[src/rtl/lmmne_params.svh]
/*
  constants for the literal/move/multiply/negate execution datapath:
  opcode patterns, field positions, flag positions, timing.
  assumes inclusion by bare name from the package and rtl files.
*/
`ifndef LMMNE_PARAMS_SVH
`define LMMNE_PARAMS_SVH

// opcode patterns: whole upper byte, or its top seven bits 15:9
`define LMMNE_OP_LOADLIT   8'h0E
`define LMMNE_OP_MULLIT    8'h0D
`define LMMNE_OP_MULFILE   7'h01
`define LMMNE_OP_STORE     7'h37
`define LMMNE_OP_NEGATE    7'h36
// field positions in the instruction word
`define LMMNE_ACCESS_BIT   8
`define LMMNE_OPC7_MSB     15
`define LMMNE_OPC7_LSB     9
// highest file address routed through indexed literal offset
`define LMMNE_ILO_LIMIT    8'h5F
// status flag bit positions
`define LMMNE_FLG_C        0
`define LMMNE_FLG_DC       1
`define LMMNE_FLG_Z        2
`define LMMNE_FLG_OV       3
`define LMMNE_FLG_N        4
// reset values
`define LMMNE_RST_BYTE     8'h00
`define LMMNE_RST_FLAGS    5'h00
`define LMMNE_RST_PHASE    4'h1
// quarter phases per instruction cycle
`define LMMNE_QPHASES      4

`endif

[src/rtl/lmmne_pkg.sv]
/*
  types shared by the execution datapath files.
  assumes lmmne_params.svh on the include path.
*/
`include "lmmne_params.svh"

package lmmne_pkg;

  typedef enum logic [3:0] {
    LMMNE_Q1 = 4'b0001,
    LMMNE_Q2 = 4'b0010,
    LMMNE_Q3 = 4'b0100,
    LMMNE_Q4 = 4'b1000
  } lmmne_phase_e;

  typedef enum logic [5:0] {
    LMMNE_I_NONE  = 6'b000001,
    LMMNE_I_LDLIT = 6'b000010,
    LMMNE_I_STORE = 6'b000100,
    LMMNE_I_MULL  = 6'b001000,
    LMMNE_I_MULF  = 6'b010000,
    LMMNE_I_NEG   = 6'b100000
  } lmmne_instr_e;

endpackage

[src/rtl/lmmne_negate.sv]
/*
  combinational two's-complement negation with add-style flags.
  assumes the caller registers the result and flags.
*/
`include "lmmne_params.svh"

module lmmne_negate
  import lmmne_pkg::*;
(
  input  wire logic [7:0] operand,
  output logic      [7:0] result,
  output logic      [4:0] flags
);

  logic [8:0] sum;
  logic [4:0] lowSum;
  logic [7:0] inv;

  always_comb begin
    inv    = ~operand;
    // inverted operand plus one, carries as for a plain add
    sum    = {1'b0, inv} + 9'h001;
    lowSum = {1'b0, inv[3:0]} + 5'h01;
    result = sum[7:0];
    flags  = `LMMNE_RST_FLAGS;
    flags[`LMMNE_FLG_C]  = sum[8];
    flags[`LMMNE_FLG_DC] = lowSum[4];
    flags[`LMMNE_FLG_Z]  = (sum[7:0] == 8'h00);
    flags[`LMMNE_FLG_N]  = sum[7];
    flags[`LMMNE_FLG_OV] = ~inv[7] & sum[7];
  end

endmodule

[src/rtl/lmmne_exec.sv]
/*
  execution datapath for load literal, store work, two multiplies and
  negate. one instruction per four quarter phases.
  assumes the decoder holds instrWord stable and raises instrValid at Q1;
  the file-space answer readData is valid from Q3 of a read cycle.
*/
`include "lmmne_params.svh"

module lmmne_exec
  import lmmne_pkg::*;
(
  input  wire logic        clk,
  input  wire logic        arst_n,
  input  wire logic        clkEn,
  input  wire logic        instrValid,
  input  wire logic [15:0] instrWord,
  input  wire logic        extendedEn,
  input  wire logic [3:0]  bankSelect,
  input  wire logic [7:0]  readData,
  output logic             fileRead,
  output logic             fileWrite,
  output logic             indexedMode,
  output logic             accessBank,
  output logic [3:0]       bankOut,
  output logic [7:0]       fileAddr,
  output logic [7:0]       writeData,
  output logic [7:0]       workReg,
  output logic [7:0]       productHighByte,
  output logic [7:0]       productLowByte,
  output logic [4:0]       statusFlags,
  output logic [3:0]       phase,
  output logic             busy
);

  // ----------------------------------------------------------------
  // decode
  // ----------------------------------------------------------------
  function automatic lmmne_instr_e decode(input logic [15:0] w);
    lmmne_instr_e r;
    r = LMMNE_I_NONE;
    if (w[15:8] == `LMMNE_OP_LOADLIT) begin
      r = LMMNE_I_LDLIT;
    end else if (w[15:8] == `LMMNE_OP_MULLIT) begin
      r = LMMNE_I_MULL;
    end else if (w[`LMMNE_OPC7_MSB:`LMMNE_OPC7_LSB] == `LMMNE_OP_MULFILE) begin
      r = LMMNE_I_MULF;
    end else if (w[`LMMNE_OPC7_MSB:`LMMNE_OPC7_LSB] == `LMMNE_OP_STORE) begin
      r = LMMNE_I_STORE;
    end else if (w[`LMMNE_OPC7_MSB:`LMMNE_OPC7_LSB] == `LMMNE_OP_NEGATE) begin
      r = LMMNE_I_NEG;
    end
    return r;
  endfunction

  // ----------------------------------------------------------------
  // state
  // ----------------------------------------------------------------
  lmmne_phase_e phase_reg, phase_next;
  lmmne_instr_e instr_reg, instr_next;
  logic [7:0]  literal_reg, literal_next;
  logic [7:0]  work_reg, work_next;
  logic [7:0]  prodHi_reg, prodHi_next;
  logic [7:0]  prodLo_reg, prodLo_next;
  logic [4:0]  flags_reg, flags_next;
  logic [7:0]  operand_reg, operand_next;
  logic        rd_reg, rd_next;
  logic        wr_reg, wr_next;
  logic        idx_reg, idx_next;
  logic        acc_reg, acc_next;
  logic [3:0]  bank_reg, bank_next;
  logic [7:0]  addr_reg, addr_next;
  logic [7:0]  wdata_reg, wdata_next;
  logic        busy_reg, busy_next;

  logic [7:0]  negResult;
  logic [4:0]  negFlags;
  logic [15:0] product;
  logic        fileOp;
  logic        accessBit;
  lmmne_instr_e dec;

  lmmne_negate u_negate (
    .operand (operand_reg),
    .result  (negResult),
    .flags   (negFlags)
  );

  always_comb begin
    dec       = decode(instrWord);
    accessBit = instrWord[`LMMNE_ACCESS_BIT];
    fileOp    = (dec == LMMNE_I_STORE) || (dec == LMMNE_I_MULF)
                || (dec == LMMNE_I_NEG);
    product   = work_reg * operand_reg;
  end

  // ----------------------------------------------------------------
  // next state
  // ----------------------------------------------------------------
  always_comb begin
    phase_next   = phase_reg;
    instr_next   = instr_reg;
    literal_next = literal_reg;
    work_next    = work_reg;
    prodHi_next  = prodHi_reg;
    prodLo_next  = prodLo_reg;
    flags_next   = flags_reg;
    operand_next = operand_reg;
    rd_next      = 1'b0;
    wr_next      = 1'b0;
    idx_next     = idx_reg;
    acc_next     = acc_reg;
    bank_next    = bank_reg;
    addr_next    = addr_reg;
    wdata_next   = wdata_reg;
    busy_next    = busy_reg;
    case (phase_reg)
      LMMNE_Q1: begin
        // decode; idle cycles stay in Q1 until an instruction arrives
        if (instrValid) begin
          instr_next   = dec;
          literal_next = instrWord[7:0];
          addr_next    = instrWord[7:0];
          acc_next     = ~accessBit;
          bank_next    = accessBit ? bankSelect : 4'h0;
          idx_next     = fileOp && !accessBit && extendedEn
                         && (instrWord[7:0] <= `LMMNE_ILO_LIMIT);
          busy_next    = 1'b1;
          phase_next   = LMMNE_Q2;
          rd_next      = (dec == LMMNE_I_MULF) || (dec == LMMNE_I_NEG);
        end
      end
      LMMNE_Q2: begin
        // operand load: literal here; file data replaces it in Q3
        operand_next = literal_reg;
        if (rd_reg) begin
          rd_next = 1'b1;
        end
        phase_next = LMMNE_Q3;
      end
      LMMNE_Q3: begin
        if (instr_reg == LMMNE_I_MULF || instr_reg == LMMNE_I_NEG) begin
          operand_next = readData;
        end
        phase_next = LMMNE_Q4;
      end
      LMMNE_Q4: begin
        case (instr_reg)
          LMMNE_I_LDLIT: work_next = literal_reg;
          LMMNE_I_STORE: begin
            wdata_next = work_reg;
            wr_next    = 1'b1;
          end
          LMMNE_I_MULL, LMMNE_I_MULF: begin
            // flags_reg untouched: no zero detection on product
            prodHi_next = product[15:8];
            prodLo_next = product[7:0];
          end
          LMMNE_I_NEG: begin
            wdata_next = negResult;
            wr_next    = 1'b1;
            flags_next = negFlags;
          end
          default: begin
          end
        endcase
        busy_next  = 1'b0;
        phase_next = LMMNE_Q1;
      end
      default: phase_next = LMMNE_Q1;
    endcase
  end

  always_ff @(posedge clk or negedge arst_n) begin
    if (!arst_n) begin
      phase_reg   <= LMMNE_Q1;
      instr_reg   <= LMMNE_I_NONE;
      literal_reg <= `LMMNE_RST_BYTE;
      work_reg    <= `LMMNE_RST_BYTE;
      prodHi_reg  <= `LMMNE_RST_BYTE;
      prodLo_reg  <= `LMMNE_RST_BYTE;
      flags_reg   <= `LMMNE_RST_FLAGS;
      operand_reg <= `LMMNE_RST_BYTE;
      rd_reg      <= 1'b0;
      wr_reg      <= 1'b0;
      idx_reg     <= 1'b0;
      acc_reg     <= 1'b0;
      bank_reg    <= 4'h0;
      addr_reg    <= `LMMNE_RST_BYTE;
      wdata_reg   <= `LMMNE_RST_BYTE;
      busy_reg    <= 1'b0;
    end else if (clkEn) begin
      phase_reg   <= phase_next;
      instr_reg   <= instr_next;
      literal_reg <= literal_next;
      work_reg    <= work_next;
      prodHi_reg  <= prodHi_next;
      prodLo_reg  <= prodLo_next;
      flags_reg   <= flags_next;
      operand_reg <= operand_next;
      rd_reg      <= rd_next;
      wr_reg      <= wr_next;
      idx_reg     <= idx_next;
      acc_reg     <= acc_next;
      bank_reg    <= bank_next;
      addr_reg    <= addr_next;
      wdata_reg   <= wdata_next;
      busy_reg    <= busy_next;
    end
  end

  always_comb begin
    fileRead        = rd_reg;
    fileWrite       = wr_reg;
    indexedMode     = idx_reg;
    accessBank      = acc_reg;
    bankOut         = bank_reg;
    fileAddr        = addr_reg;
    writeData       = wdata_reg;
    workReg         = work_reg;
    productHighByte = prodHi_reg;
    productLowByte  = prodLo_reg;
    statusFlags     = flags_reg;
    phase           = phase_reg;
    busy            = busy_reg;
  end
endmodule

[config.mk]
export PLATFORM = sky130hd
export DESIGN_NAME = lmmne_exec
export DESIGN_NICKNAME = d
export VERILOG_FILES = /design/src/rtl/lmmne_pkg.sv /design/src/rtl/lmmne_negate.sv /design/src/rtl/lmmne_exec.sv
export VERILOG_INCLUDE_DIRS = /design/src /design/src/rtl
export SDC_FILE = /design/constraint.sdc
export NUM_CORES = 1
export LEC_CHECK = 0
export BUFFER_PORTS_ARGS = -buffer_cell sky130_fd_sc_hd__buf_2
export CORE_MARGIN = 2
export CORE_UTILIZATION = 53
export CTS_BUF_LIST = sky130_fd_sc_hd__clkbuf_4
export DETAILED_ROUTE_END_ITERATION = 8
export MAX_ROUTING_LAYER = met4
export PLACE_DENSITY = 0.86
export SLEW_MARGIN = 30
export SYNTH_ARGS = -nofsm -noshare
export SYNTH_HDL_FRONTEND = slang
export SYNTH_SLANG_ARGS = --single-unit
[constraint.sdc]
create_clock -name clk -period 4.8 [get_ports clk]
set_input_delay 0.96 -clock clk [delete_from_list [all_inputs] [get_ports clk]]
set_output_delay 0.96 -clock clk [all_outputs]
set_load 0.005 [all_outputs]
==> results summary <==
The clock insertion delay at the later pin of the skew report came out at 450 ps. The portion of synthesized cell area occupied by the leading cell type came out at 0.323. The total vias in the final route came out at 4461. The critical path in this run is classified as flip-flop to flip-flop. The number of clock buffers inserted by TritonCTS is 9. The number of levels the H-tree was split into is 3. The placer congestion estimate came out at 0.943. In the final design database the tool counted 772 nets. The leakage power came out at 0.00325 uW. The post-synthesis sequential area ratio is 0.332. The detailed router's first-iteration violation count is 269. The area growth from synthesis to layout is 11.8%.

By count the netlist is led by 91 x nand2_1, 70 x dfrtp_1, 62 x inv_1. The die covers 11100 um^2. Registers take 1810 um^2. The horizontal extent of the die is 105 um.

The core occupancy in the finished layout came out at 0.615. The number of top-level pins came out at 91. The number of nets handed over by synthesis was 701. The number of global-route vias before repair came out at 4439.

The top fanout value on the critical path is 11. The floorplan has 36 rows. The cell area after placement came out at 5940 um^2. The routed via count divided by cell count is 5.55.

The chip height came out at 105 um. Setup repair after global routing left no endpoint under its margin. The worst register-to-register path begins at operand_reg[7]. The final-report max-slew violation count came to 0.

Data arrives at the worst endpoint at 4810 ps. The hold violation total from the final report is 0. The number of filler cells placed in the layout came out at 809. The initial utilization of the core area, before any placement, comes to 0.550.

The number of port buffers came out at 90. The wire length of the first global-routing pass came out at 20900 um. The post-route setup TNS came out at 0 ps. Synthesis instantiated 53 different standard cells from the library. The shortest period the worst path allows came out at 4470 ps. The proportion of register bits with asynchronous set or reset after synthesis is 1.00. The setup violation total in the final timing report came out at 0.

The post-CTS clock slew at the launch and capture registers of the worst setup and hold paths is 130 ps. dfrtp_1 takes more of the synthesized area than any other cell. The path depth of the worst reg2reg path came out at 14.

The initial antenna violation count was 1. The largest voltage drop on the vdd net came out at 0.189 mV. The per-instance average area after synthesis came out at 9.14 um^2. The first TritonRoute pass finished after 5 iterations. The routed design has 12500 um of wire. The worst register-to-register path ends at productHighByte[5]. TritonCTS built the clock tree.

The transition time at the pin with the least slew margin came out at 900 ps. The critical path startpoint category is a flip-flop. The number of setup buffers added after CTS came out at 0. After routing the design area is 6060 um^2. The required time of the worst setup path is 5140 ps. The number of enable flip-flop cells after synthesis is 0. The number of remaining DRC errors came out at 0. STA classifies the critical path endpoint as a flip-flop. The min-delay analysis places its worst path in the category input pin to asynchronous set/reset pin. The run finished with clean final reports. After synthesis, the cell types taking the most area are dfrtp_1 32%, fa_1 13%, ha_1 8.8%. Among all cell types in the netlist, the one instantiated most often is nand2_1. Entering global routing, the biggest net connects 39 pins. Once detail routing completed, the nets flagged for antenna violations numbered 0. The synthesized cell area came out at 5430 um^2.

The setup clock skew after layout came out at 18.3 ps. After detailed routing, the average wire length per cell comes to 15.6 um. Among all flip-flop cells after synthesis, the most frequent one is dfrtp_1. The slack of the worst reg-to-reg path came out at 330 ps.

The count of max-cap constraint violations came out at 0. The tree is rooted in a clkbuf_4. The post-synthesis sequential element count came out at 72. The maximum frequency from static timing analysis is 224 MHz. The total power per unit cell area is 273 nW/um^2.

Counting every instance in the synthesized netlist gives 594. In this run the tightest slew margin relative to its limit is 0.400. The buffer levels on the longest clock path is 2.

In the final layout, the share of cells above drive strength 1 is 0.193. The clock net in this run drives a total of 72 sinks. The estimated wirelength of the detail-placed design came out at 9380 um. The final clock period utilization by the worst path is 0.931. The sum of internal, switching and leakage power is 1650 uW. The total routing resource utilization after global routing came out at 0.241. The total area inside the core boundary comes to 9860 um^2. The total overflow reported by the global router came out at 0. The area of combinational cells with multiple inputs came out at 3240 um^2.

For this run, the number of Yosys warnings is 0. The post-route worst hold slack is 418 ps.
through the flow:
step | std cells | setup slack, ps
6_report | 804 | 332
5_1_grt | 804 | 16.5
4_1_cts | 803 | 264
3_5_place_dp | 787 | 304
3_3_place_gp | 786 | 466
2_1_floorplan | 594 | 458
routing by layer:
layer  global-route usage  vias up  wire (um)
met5                    -        -          0
met4               0.0819        0        261
met3               0.0499       31        586
met2                0.392      142       6240
met1                0.301     2180       5440
li1                     -     2108          -
cells in the final DEF (no fill, tap or decap), types with 3 or more instances in the layout:
cell	count
and2_1	50
buf_4	4
mux2i_1	13
dfrtp_1	68
o41ai_1	3
or3_1	3
nor4_1	5
o21ai_1	7
clkinvlp_4	3
fa_1	36
o22ai_1	4
nor2_1	28
o21ai_0	24
nand3b_1	3
clkbuf_4	9
a211oi_1	4
a211o_1	3
nor3_1	10
o31ai_1	4
a21o_1	3
nand3_1	11
xor2_1	7
inv_1	62
nand2_1	91
ha_1	38
xnor2_1	7
a21oi_1	22
nand4_1	6
buf_2	90
mux2_2	11
power by group:
part	internal, uW	total [uW]	switching (uW)
logic	175	386	211
clock network	105	349	244
registers	715	920	205
total	995	1650	660
how the worst max path moves through the flow:
stage,startpoint,endpoint
after global routing,operand_reg[7],productHighByte[5]
after global placement,operand_reg[4],productHighByte[5]
final,operand_reg[7],productHighByte[5]
after CTS,operand_reg[3],productHighByte[5]
after floorplan,operand_reg[3],productHighByte[5]
after detailed placement,operand_reg[4],productHighByte[5]
area by class of cell:
class                           instances  share of cell area
Antenna cell                            1            0.000413
Clock inverter                          7             0.00784
Clock buffer                            9              0.0111
Sequential cell                        72               0.298
Tap cell                              133              0.0274
Timing Repair Buffer                   95              0.0825
Multi-Input combinational cell        425               0.534
Inverter                               62              0.0384
kinds of logic after synthesis:
family,share of synthesized area
AO/OA/AOI/OAI,0.108
XOR/XNOR,0.0226
adder cells (fa/ha/maj),0.220
buffers and inverters,0.0710
flip-flops,0.332
multiplexers,0.0468
AND/OR/NAND/NOR,0.198
worst max-delay path, cell delays in order (launching register included):
cell	delay, ps
dfrtp_1	560
nand2_1	130
fa_1	520
fa_1	550
inv_1	60
fa_1	530
inv_1	50
fa_1	530
inv_1	40
ha_1	330
o21a_1	120
o31a_1	130
o31ai_1	440
mux2i_1	240
o211ai_1	100
timing repair:
| action | CTS | global route |
|---|---|---|
| hold buffers | 0 | 0 |
| gates resized for setup | 0 | 2 |
| endpoints found under the setup margin | 0 | 2 |
No activity file was read; power rests on OpenSTA's default activity.
